**config.mk**
```make
export PLATFORM = sky130hd
export DESIGN_NAME = watchdog_downcounter_unlock
export DESIGN_NICKNAME = d
export VERILOG_FILES = /design/src/include/watchdog_pkg.sv /design/src/design/osc_tick.sv /design/src/design/watchdog_downcounter_unlock.sv
export VERILOG_INCLUDE_DIRS = /design/src /design/src/include
export SDC_FILE = /design/constraint.sdc
export NUM_CORES = 1
export LEC_CHECK = 0
export ABC_AREA = 1
export CORE_UTILIZATION = 30
export CTS_CLUSTER_SIZE = 24
export DETAILED_ROUTE_END_ITERATION = 7
export DONT_BUFFER_PORTS = 1
export PLACE_DENSITY = 0.49
export SYNTH_ARGS = -nofsm -noshare
export SYNTH_HDL_FRONTEND = slang
export SYNTH_SLANG_ARGS = --single-unit
```
**constraint.sdc**
```tcl
create_clock -name clk -period 1.68 [get_ports clk]
set_input_delay 0 -clock clk [delete_from_list [all_inputs] [get_ports clk]]
set_output_delay 0 -clock clk [all_outputs]
set_load 0.01 [all_outputs]
```
**src/include/watchdog_params.svh**
```systemverilog
// Offsets, field positions, reset values and compare points of the watchdog
// Assumes a 12-bit register address space with 8-bit registers
`ifndef WATCHDOG_PARAMS_SVH
`define WATCHDOG_PARAMS_SVH

`define WDT_ADDR_W 12
`define WDT_CNT_W 24

// Register addresses
`define WDT_ADDR_UNLOCK 12'hff0
`define WDT_ADDR_UPPER 12'hff1
`define WDT_ADDR_HIGH 12'hff2
`define WDT_ADDR_LOW 12'hff3

// Reload byte reset values
`define WDT_RST_UPPER 8'h00
`define WDT_RST_HIGH 8'h04
`define WDT_RST_LOW 8'h00

// Unlock keys
`define WDT_KEY_FIRST 8'h55
`define WDT_KEY_SECOND 8'haa

// Reset-status field positions
`define WDT_STAT_WDT_BIT 5
`define WDT_STAT_STOP_BIT 4

// Counter compare points
`define WDT_CNT_NO_REFRESH 24'h000002
`define WDT_CNT_LAST 24'h000001
`define WDT_CNT_ZERO 24'h000000
`define WDT_CNT_MAX 24'hffffff

`endif

```
**src/include/watchdog_pkg.sv**
```systemverilog
// Types shared by the watchdog design
// Assumes watchdog_params.svh is on the include path
package watchdog_pkg;

  typedef enum logic [2:0] {
    lock_locked = 3'b000,
    lock_got_first = 3'b001,
    lock_open = 3'b010,
    lock_upper_done = 3'b011,
    lock_high_done = 3'b100
  } lock_e;

  // One register access from the CPU; wr and rd are one-cycle strobes
  typedef struct packed {
    logic wr;
    logic rd;
    logic [11:0] addr;
    logic [7:0] wdata;
  } reg_req_s;

  // Nonvolatile option bits, stable while running
  typedef struct packed {
    logic always_on_option;
    logic timeout_response_option;
  } wdt_cfg_s;

  // Time-out consequences, one-cycle pulses
  typedef struct packed {
    logic irq_req;
    logic sys_reset_req;
    logic stop_recovery;
  } wdt_event_s;

endpackage

```
**src/design/osc_tick.sv**
```systemverilog
// Turns the slow watchdog oscillator into one-cycle ticks on clk
// Assumes clk runs far faster than the oscillator (at least 4x)
`timescale 1ns/1ps

module osc_tick (
  // Clock and reset
  input wire logic clk,
  input wire logic rst,
  // Oscillator pin
  input wire logic osc_in,
  // Tick on each rising oscillator edge
  output logic tick
);

  logic meta;
  logic sync;
  logic sync_d;

  // Two flops before anything looks at the oscillator
  always_ff @(posedge clk or posedge rst) begin
    if (rst) begin
      meta <= 1'b0;
      sync <= 1'b0;
    end else begin
      meta <= osc_in;
      sync <= meta;
    end
  end

  always_ff @(posedge clk or posedge rst) begin
    if (rst) begin
      sync_d <= 1'b0;
      tick <= 1'b0;
    end else begin
      sync_d <= sync;
      tick <= sync & ~sync_d;
    end
  end

endmodule

```
**src/design/watchdog_downcounter_unlock.sv**
```systemverilog
// Watchdog down-counter with reload unlock sequence and reset-status flags
// Assumes register accesses come from logic on clk; the oscillator pin is
// asynchronous and the option bits are stable after reset.
`timescale 1ns/1ps
`include "watchdog_params.svh"

module watchdog_downcounter_unlock (
  // Clock and reset
  input wire logic clk,
  input wire logic rst,
  // Watchdog oscillator pin
  input wire logic wdt_osc,
  // CPU side
  input wire logic watchdog_refresh,
  input wire logic debug_mode,
  input wire logic stop_mode,
  input wire watchdog_pkg::wdt_cfg_s cfg,
  input wire watchdog_pkg::reg_req_s req,
  output logic [7:0] rdata,
  // State and time-out consequences
  output logic wdt_enabled,
  output watchdog_pkg::wdt_event_s events
);

  logic tick;
  logic [23:0] count;
  logic [7:0] reload_upper_byte;
  logic [7:0] reload_high_byte;
  logic [7:0] reload_low_byte;
  logic [23:0] reload_value;
  watchdog_pkg::lock_e lock_state;
  watchdog_pkg::lock_e next_lock_state;
  logic wdt_flag;
  logic stop_flag;
  logic start;
  logic refresh_ok;
  logic timeout;
  logic status_read;

  function automatic logic wr_to(input watchdog_pkg::reg_req_s r, input logic [11:0] a);
    wr_to = r.wr && (r.addr == a);
  endfunction

  function automatic logic rd_of(input watchdog_pkg::reg_req_s r, input logic [11:0] a);
    rd_of = r.rd && (r.addr == a);
  endfunction

  // Oscillator edge detection lives in the clk domain
  osc_tick u_tick (
    .clk(clk),
    .rst(rst),
    .osc_in(wdt_osc),
    .tick(tick)
  );

  assign reload_value = {reload_upper_byte, reload_high_byte, reload_low_byte};

  // Always-on takes effect on the first edge after reset release
  assign start = !wdt_enabled && (watchdog_refresh || cfg.always_on_option);
  // Near the end the refresh is refused so a due time-out cannot be dodged
  assign refresh_ok = watchdog_refresh && (count > `WDT_CNT_NO_REFRESH);
  // Time-out is the step from 1 to 0; debug mode never gets there
  assign timeout = wdt_enabled && tick && !debug_mode && (count == `WDT_CNT_LAST);
  assign status_read = rd_of(req, `WDT_ADDR_UNLOCK);

  // Enable has only on and off; nothing turns it off but reset
  always_ff @(posedge clk or posedge rst) begin
    if (rst) begin
      wdt_enabled <= 1'b0;
    end else if (start) begin
      wdt_enabled <= 1'b1;
    end
  end

  always_ff @(posedge clk or posedge rst) begin
    if (rst) begin
      count <= `WDT_CNT_MAX;
    end else if (!wdt_enabled) begin
      if (start) begin
        count <= reload_value;
      end
    end else if (debug_mode) begin
      count <= reload_value;
    end else if (refresh_ok) begin
      count <= reload_value;
    end else if (tick) begin
      // From zero this rolls to all ones rather than reloading
      count <= count - 24'h000001;
    end
  end

  // Lock sequencer: a register write anywhere that does not advance it relocks it, save a repeated first key
  always_comb begin
    next_lock_state = lock_state;
    if (req.wr) begin
      next_lock_state = watchdog_pkg::lock_locked;
      case (lock_state)
        watchdog_pkg::lock_locked: begin
          if (wr_to(req, `WDT_ADDR_UNLOCK) && req.wdata == `WDT_KEY_FIRST) begin
            next_lock_state = watchdog_pkg::lock_got_first;
          end
        end
        watchdog_pkg::lock_got_first: begin
          if (wr_to(req, `WDT_ADDR_UNLOCK) && req.wdata == `WDT_KEY_SECOND) begin
            next_lock_state = watchdog_pkg::lock_open;
          end else if (wr_to(req, `WDT_ADDR_UNLOCK) && req.wdata == `WDT_KEY_FIRST) begin
            next_lock_state = watchdog_pkg::lock_got_first;
          end
        end
        watchdog_pkg::lock_open: begin
          if (wr_to(req, `WDT_ADDR_UPPER)) begin
            next_lock_state = watchdog_pkg::lock_upper_done;
          end
        end
        watchdog_pkg::lock_upper_done: begin
          if (wr_to(req, `WDT_ADDR_HIGH)) begin
            next_lock_state = watchdog_pkg::lock_high_done;
          end
        end
        watchdog_pkg::lock_high_done: begin
          next_lock_state = watchdog_pkg::lock_locked;
        end
        default: begin
          next_lock_state = watchdog_pkg::lock_locked;
        end
      endcase
    end
  end

  always_ff @(posedge clk or posedge rst) begin
    if (rst) begin
      lock_state <= watchdog_pkg::lock_locked;
    end else begin
      lock_state <= next_lock_state;
    end
  end

  // Reload bytes change only in their own step of the sequence.
  // Values under 4 are not guarded here; software keeps to that floor.
  always_ff @(posedge clk or posedge rst) begin
    if (rst) begin
      reload_upper_byte <= `WDT_RST_UPPER;
      reload_high_byte <= `WDT_RST_HIGH;
      reload_low_byte <= `WDT_RST_LOW;
    end else begin
      if (lock_state == watchdog_pkg::lock_open && wr_to(req, `WDT_ADDR_UPPER)) begin
        reload_upper_byte <= req.wdata;
      end
      if (lock_state == watchdog_pkg::lock_upper_done && wr_to(req, `WDT_ADDR_HIGH)) begin
        reload_high_byte <= req.wdata;
      end
      if (lock_state == watchdog_pkg::lock_high_done && wr_to(req, `WDT_ADDR_LOW)) begin
        reload_low_byte <= req.wdata;
      end
    end
  end

  // Status flags survive the system reset they request; only rst clears them
  // besides a status read. A new event in the read cycle wins over the clear.
  always_ff @(posedge clk or posedge rst) begin
    if (rst) begin
      wdt_flag <= 1'b0;
    end else if (timeout) begin
      wdt_flag <= 1'b1;
    end else if (status_read) begin
      wdt_flag <= 1'b0;
    end
  end

  always_ff @(posedge clk or posedge rst) begin
    if (rst) begin
      stop_flag <= 1'b0;
    end else if (timeout && stop_mode) begin
      stop_flag <= 1'b1;
    end else if (status_read) begin
      stop_flag <= 1'b0;
    end
  end

  always_ff @(posedge clk or posedge rst) begin
    if (rst) begin
      events <= '0;
    end else begin
      events.irq_req <= timeout && !cfg.timeout_response_option;
      events.sys_reset_req <= timeout && cfg.timeout_response_option && !stop_mode;
      events.stop_recovery <= timeout && stop_mode;
    end
  end

  // Read data: status at the shared address, live count on the reload bytes
  always_ff @(posedge clk or posedge rst) begin
    if (rst) begin
      rdata <= 8'h00;
    end else if (req.rd) begin
      if (req.addr == `WDT_ADDR_UNLOCK) begin
        rdata <= 8'h00;
        rdata[`WDT_STAT_WDT_BIT] <= wdt_flag;
        rdata[`WDT_STAT_STOP_BIT] <= stop_flag;
      end else if (req.addr == `WDT_ADDR_UPPER) begin
        rdata <= count[23:16];
      end else if (req.addr == `WDT_ADDR_HIGH) begin
        rdata <= count[15:8];
      end else if (req.addr == `WDT_ADDR_LOW) begin
        rdata <= count[7:0];
      end else begin
        rdata <= 8'h00;
      end
    end
  end

  a_load_on_enable: assert property (@(posedge clk) disable iff (rst)
    !wdt_enabled ##1 wdt_enabled |-> count == $past(reload_value))
    else $error("counter not loaded from reload value at enable");

  a_always_on_start: assert property (@(posedge clk) disable iff (rst)
    cfg.always_on_option |=> wdt_enabled)
    else $error("always-on option did not enable watchdog");

  a_refresh_reloads: assert property (@(posedge clk) disable iff (rst)
    wdt_enabled && watchdog_refresh && count > `WDT_CNT_NO_REFRESH |=> count == $past(reload_value))
    else $error("refresh did not reload counter");

  a_refresh_refused: assert property (@(posedge clk) disable iff (rst)
    wdt_enabled && watchdog_refresh && !debug_mode && !tick && count <= `WDT_CNT_NO_REFRESH
    |=> count == $past(count))
    else $error("late refresh was not ignored");

  a_debug_refresh: assert property (@(posedge clk) disable iff (rst)
    wdt_enabled && debug_mode |=> count == $past(reload_value) && !events.irq_req ##1 !events.irq_req)
    else $error("debug mode did not hold counter at reload");

  a_wrap_all_ones: assert property (@(posedge clk) disable iff (rst)
    wdt_enabled && tick && count == `WDT_CNT_ZERO && !debug_mode && !watchdog_refresh
    |=> count == `WDT_CNT_MAX)
    else $error("counter did not wrap to all ones");

  a_irq_timeout: assert property (@(posedge clk) disable iff (rst)
    timeout && !cfg.timeout_response_option |=> events.irq_req && wdt_flag && !events.sys_reset_req)
    else $error("interrupt time-out missing request or flag");

  a_reset_timeout: assert property (@(posedge clk) disable iff (rst)
    timeout && cfg.timeout_response_option && !stop_mode |=> events.sys_reset_req && wdt_flag
    && !events.stop_recovery)
    else $error("reset time-out missing reset request");

  a_stop_recovery: assert property (@(posedge clk) disable iff (rst)
    timeout && stop_mode |=> events.stop_recovery && wdt_flag && stop_flag && !events.sys_reset_req)
    else $error("stop time-out missing recovery or flags");

  a_status_clear: assert property (@(posedge clk) disable iff (rst)
    status_read && !timeout |=> !wdt_flag ##1 rdata == 8'h00 || !$past(status_read))
    else $error("status read did not clear watchdog flag");

  a_locked_write: assert property (@(posedge clk) disable iff (rst)
    lock_state == watchdog_pkg::lock_locked && wr_to(req, `WDT_ADDR_UPPER)
    |=> reload_upper_byte == $past(reload_upper_byte))
    else $error("locked reload byte was written");

  a_relock_after_low: assert property (@(posedge clk) disable iff (rst)
    lock_state == watchdog_pkg::lock_high_done && wr_to(req, `WDT_ADDR_LOW)
    |=> lock_state == watchdog_pkg::lock_locked && reload_low_byte == $past(req.wdata))
    else $error("low byte write did not store and relock");

endmodule

```
; Word-level counts from Yosys, hierarchy flattened
; Cells that the tools add are included.
; Widths: inputs -> output; s select.
[totals]
out_inout_bits = 12
ff_bits = 69
elab_cells = 78
inputBits = 30
[classes]
eq_ne = 12
addsub = 1
bitwise = 2
reduce_logical = 29
mux = 17
order_cmp = 1
[ops]
columns = op, count
row1 = $mux 24, 5
row2 = $eq 12x12->1 const B, 4
row3 = $mux 8, 4
row4 = $eq 24x1->1 const B, 1
row5 = $gt 24x2->1 const B, 1
row6 = $sub 24x1->24 const B, 1
row7 = $logic_and 1x1->1, 19
row8 = $pmux 3 s4, 1
row9 = $eq 8x7->1 const B, 1
row10 = $eq 8x8->1 const B, 1
row11 = $eq 3x2->1 const B, 2
row12 = $reduce_bool 2->1, 3
row13 = $logic_not 1->1, 4
row14 = $mux 1, 4
row15 = $mux 2, 2
row16 = $ne 4x2->1 const B, 1
row17 = $eq 3x1->1 const B, 1
row18 = $eq 3x3->1 const B, 1
row19 = $logic_not 3->1, 1
row20 = $mux 3, 1
row21 = $reduce_and 2->1, 1
row22 = $and 1x1->1, 1
row23 = $logic_or 1x1->1, 1
row24 = $not 1->1, 1

; Longest topological paths before layout
[logic_depth]
ltp_word = 6
mapped_depth = 15
ltp_nobuf = 14

; Cells and area by module
; Synthesis repeated with hierarchy kept, for this count alone.
[hier_totals]
cells_unflattened = 567
area_unflattened_um2 = 4062.6
[modules_own_cells]
columns = mod, n_inst, seq_area_each_um2, cells_per_inst, area_each_um2
row1 = watchdog_downcounter_unlock, 1, 1657.8, 560, 3948.8
row2 = osc_tick, 1, 100.1, 7, 113.9

; Worst setup path after synthesis
; OpenSTA, ideal clock, no wires.
[synth_timing]
path_type = flip-flop to flip-flop
startpoint = register count[0]
endpoint = register count[20]
required_ps = 1599
path_buffers = 1
period_less_slack_ps = 1744
setup_ps = 81
setup_slack_ps = -64
arrival_time_ps = 1663
stages_incl_launch_ff = 14
cell_sequence = dfstp_2 -> inv_1 -> ha_1 -> inv_1 -> nand2_1 -> nand2_1 -> nor2_4 -> nand3_4 -> nand2_2 -> nand3_2 -> nand2_4 -> buf_4 -> o21ai_0 -> nand2_1
[synth_via]
elab_chain_len = 5
word_cells_on_any_way = 9
classes_between = 1 x add/sub / 1 x order compare / 1 x eq/ne / 4 x mux / 2 x reduce/logical
[synth_lines]
columns = item, line_no
row1 = "start, declared", watchdog_downcounter_unlock.sv:26  ; logic [23:0] count;
row2 = "start signal, assigned", watchdog_downcounter_unlock.sv:77  ; count <= `WDT_CNT_MAX;
row3 = "start signal, assigned", watchdog_downcounter_unlock.sv:80  ; count <= reload_value;
row4 = "start signal, assigned", watchdog_downcounter_unlock.sv:83  ; count <= reload_value;
row5 = $sub 24x1->24 or $gt 24x2->1 (tied branches), -
row6 = $mux 24 or $logic_and 1x1->1 (tied branches), "watchdog_downcounter_unlock.sv:86, watchdog_downcounter_unlock.sv:61"
row7 = $mux 24, watchdog_downcounter_unlock.sv:84  ; end else if (refresh_ok) begin
row8 = $mux 24, watchdog_downcounter_unlock.sv:82  ; end else if (debug_mode) begin
row9 = $mux 24, watchdog_downcounter_unlock.sv:78  ; end else if (!wdt_enabled) begin
; Parallel ways exist; a longest one is shown, timed or not. The select of a mux whose other input is x is not followed.
; A chain may end at the register's enable or synchronous reset.

; Worst setup path after layout
[layout_timing]
startpoint = register count[1]
endpoint = register count[5]
; Same word-level chain as after synthesis.

==> flow_metrics.tcl <==
set metrics [dict create \
    status "complete, but fails checks" \
    violations "hold timing, setup timing" \
    ir_worst_vdd_uv 408 \
    timing.final.ws_setup_ps -86.8 \
    finClkSkew_ps 10.9 \
    rows 42 \
    finalCritPeriodShare_pct 105 \
    grt_max_degree 46 \
    drv_cap 0 \
    arrival_ps 2030 \
    dp_hpwl_um 9190 \
    p_leak_nw 2.66 \
    track_usage_pct 19.2 \
    min_from "req[1]" \
    layout.nets 667 \
    holdPathEnd "lock_state[0]" \
    drt_pass1_iterations 5 \
    cp_slowest_cell "dfstp_2" \
    final_cells 815 \
    switchingPower_mw 1.11 \
    core_region_area_mm2 0.0133 \
    clkTransAtPathRegs_ps 60 \
    period_needed_ps 1770 \
    antennaDiodeCount 0 \
    cts_tree "built" \
    cp_cell_sequence "ha_4 -> inv_2 -> nand2_2 -> nand2_2 -> nor2_4 -> nand3_4 -> nand2_4 -> nand3_4 -> nand2_8 -> buf_8 -> nand2_1 -> o21ai_1" \
    die_w_um 119 \
    post-route-cell-area_mm2 0.00553 \
    drc_errors 0 \
    cts_sinks 69 \
    start_kind "flop" \
    ys_seq_area_share_pct 42.8 \
    rr_startpoint "count[1]" \
    start_util_pct 30.9 \
    avgSynthCellArea_um2 7.29 \
    yosys-top-cells-count "nand2_1, inv_1, nor2_1" \
    gp_congestion 0.888 \
    pwr-share-seq_pct 39.3 \
    synth_cell_types 36 \
    cp_num_buf_inv 2 \
    cts_made_buffers 9 \
    syn_area_mm2 0.00411 \
    power_frac_clock_pct 47.3 \
    synth_edf_count 0 \
    power.density_mw_per_mm2 808 \
    portBuffers 0 \
    hp-class "in2reg" \
    tightestPinTransition_ps 591 \
    r2r-end "count[5]" \
    ff2ff_path_depth 12 \
    worstPathMaxFanout 7 \
    antenna_found_initial 0 \
    synth_fp_nets 597 \
    critPathKind "reg2reg" \
    whs_path_depth 5 \
    grt-ovfl-total 0 \
    max_stage_delay_ps 560 \
    drv_slew 0 \
    via_count 3796 \
    cts.path.max_buffers 2 \
    async_flop_share_pct 100 \
    reg2reg_slack_ps -90 \
    post_drt_wl_per_cell_um 15.4 \
    yosys_warnings 0 \
    ios 42 \
    rsz0062_at_grt "true" \
    slew_headroom_pct 60.5 \
    htreeDepth 3 \
    clock_latency_ps 340 \
    synth-seq-cells 69 \
    hold_viol 1 \
    die_h_um 119 \
    cp_data_required_time_ps 1940 \
    grt_pass1_vias 3886 \
    dpl.cell_count 774 \
    yosys.area.top_type_share_pct 26.8 \
    setup_viol 24 \
    synth_top_flop_cell "dfrtp_1" \
    antenna_left 0 \
    syn_to_final_growth_pct 34.6 \
    p_int_mw 3.36 \
    comb_power_share_pct 13.5 \
    max_freq_ghz 0.566 \
    worst_setup_path_end_kind "flop" \
    root_buffer "clkbuf_16" \
    die_area_mm2 0.0142 \
    yosys.area.top_type "dfrtp_1" \
    dpl_cell_area_mm2 0.00466 \
    wl_um 12500 \
    drive_gt1_share_pct 27.5 \
    synth.most_common_cell "nand2_1" \
    critical_path.top_delay_family "simple AND/OR/NAND/NOR gates" \
    drtIter0Drc 207 \
    holdWs_ps -1.45 \
    grt_pass1_wl_um 20800 \
    syn_inst 564 \
    ys_top_cells_by_area "dfrtp_1, nand2_1, dfstp_2" \
    switching_share_pct 24.8 \
    vias_per_cell 4.66 \
]
state kept, by name, summed over array words and instances (netlist names):
signal	cells
count	24
stop_flag	1
reload_low_byte	8
reload_high_byte	8
events	3
wdt_flag	1
lock_state	3
wdt_enabled	1
u_tick.meta	1
u_tick.sync	1
rdata	8
reload_upper_byte	8
u_tick.tick	1
u_tick.sync_d	1
worst reg2reg max path, cell delays in order, from the launching register on:
cell and delay [ps]:
dfstp_2 560, ha_4 130, inv_2 30, nand2_2 40, nand2_2 60, nor2_4 110, nand3_4 100, nand2_4 130
nand3_4 110, nand2_8 150, buf_8 140, nand2_1 50, o21ai_1 80
metal layers:
layer	up-vias	track usage, %	routed length (µm)
li1	1927	-	-
met1	1762	25.9	5950
met2	86	30.2	5700
met3	21	3.74	595
met4	0	7.59	274
met5	-	0	0
repair_timing:
action / CTS / global route
buffers inserted: 2 / 3
endpoints found under the hold margin: 63 / 0
resized for setup: 38 / 30
hold buffers: 16 / 0
cloned: 3 / 1
setup endpoints to repair: 24 / 25
pin swaps: 3 / 11
power groups by stage:
stage / registers [mW] / logic (mW) / clock network [mW]
floorplan: 1.78 / 0.282 / 0
global placement: 1.78 / 0.469 / 0
finish: 1.76 / 0.604 / 2.11
CTS: 1.75 / 0.570 / 2.16
detailed placement: 1.78 / 0.470 / 0
global route: 1.76 / 0.669 / 2.22
layout by cell type (no fill, tap or decap), types with 3 or more instances in the layout:
cell	synthesis	final
dlygate4sd3_1	0	16
o21ai_0	18	17
inv_2	1	3
nand4_1	12	12
nor3_1	7	6
nand3_1	28	24
buf_16	0	3
dfstp_2	25	25
nor2_4	4	6
a21oi_1	5	5
inv_1	72	69
nand2_2	2	16
nand2_1	184	160
nand2_4	1	9
nor2_2	6	10
dfrtp_1	44	44
xor2_1	6	6
nor2_1	67	61
o211ai_1	4	4
nand3_2	6	9
buf_4	2	47
buf_12	0	4
o21ai_1	36	31
clkbuf_16	0	10
o21ai_2	5	11
layout make-up:
class	instances	area, µm²
multi-input cells	407	2200
flip-flops and latches	69	1760
clock inverters	3	68.8
fillers	1371	7760
clock buffers	13	260
inverters	74	294
well taps	176	220
repair buffers	73	727
per-stage QoR:
stage	worst slack (ps)	util [%]	setup TNS, ps	hold slack [ps]	power (mW)
after floorplan	4.12	-	0	31.4	2.07
final	-86.8	41.6	-1490	-1.45	4.47
after CTS	-111	40.5	-1490	2.75	4.48
after global routing	-211	41.6	-4220	29.8	4.65
after detailed placement	-127	35.0	-2410	-35.3	2.25
after global placement	-129	35.0	-1720	-34.1	2.25
worst max path at each step:
stage / start / end / slack (ps) / depth (start not counted)
after floorplan: count[0] / count[15] / 4 / 15
after global placement: count[0] / count[15] / -130 / 15
after detailed placement: count[0] / count[0] / -130 / 13
after CTS: count[1] / count[22] / -110 / 12
after global routing: count[0] / count[20] / -210 / 13
final: count[1] / count[5] / -90 / 12
cells by family after synthesis:
kind of cell,Yosys count,synth area share (%)
AO/OA/AOI/OAI,71,9.80
XOR/XNOR,7,1.49
adder cells (fa/ha/maj),3,0.913
buffers and inverters,88,9.04
flip-flops,69,42.8
AND/OR/NAND/NOR,326,36.0
Note: power is estimated with default switching activity, not from simulation.
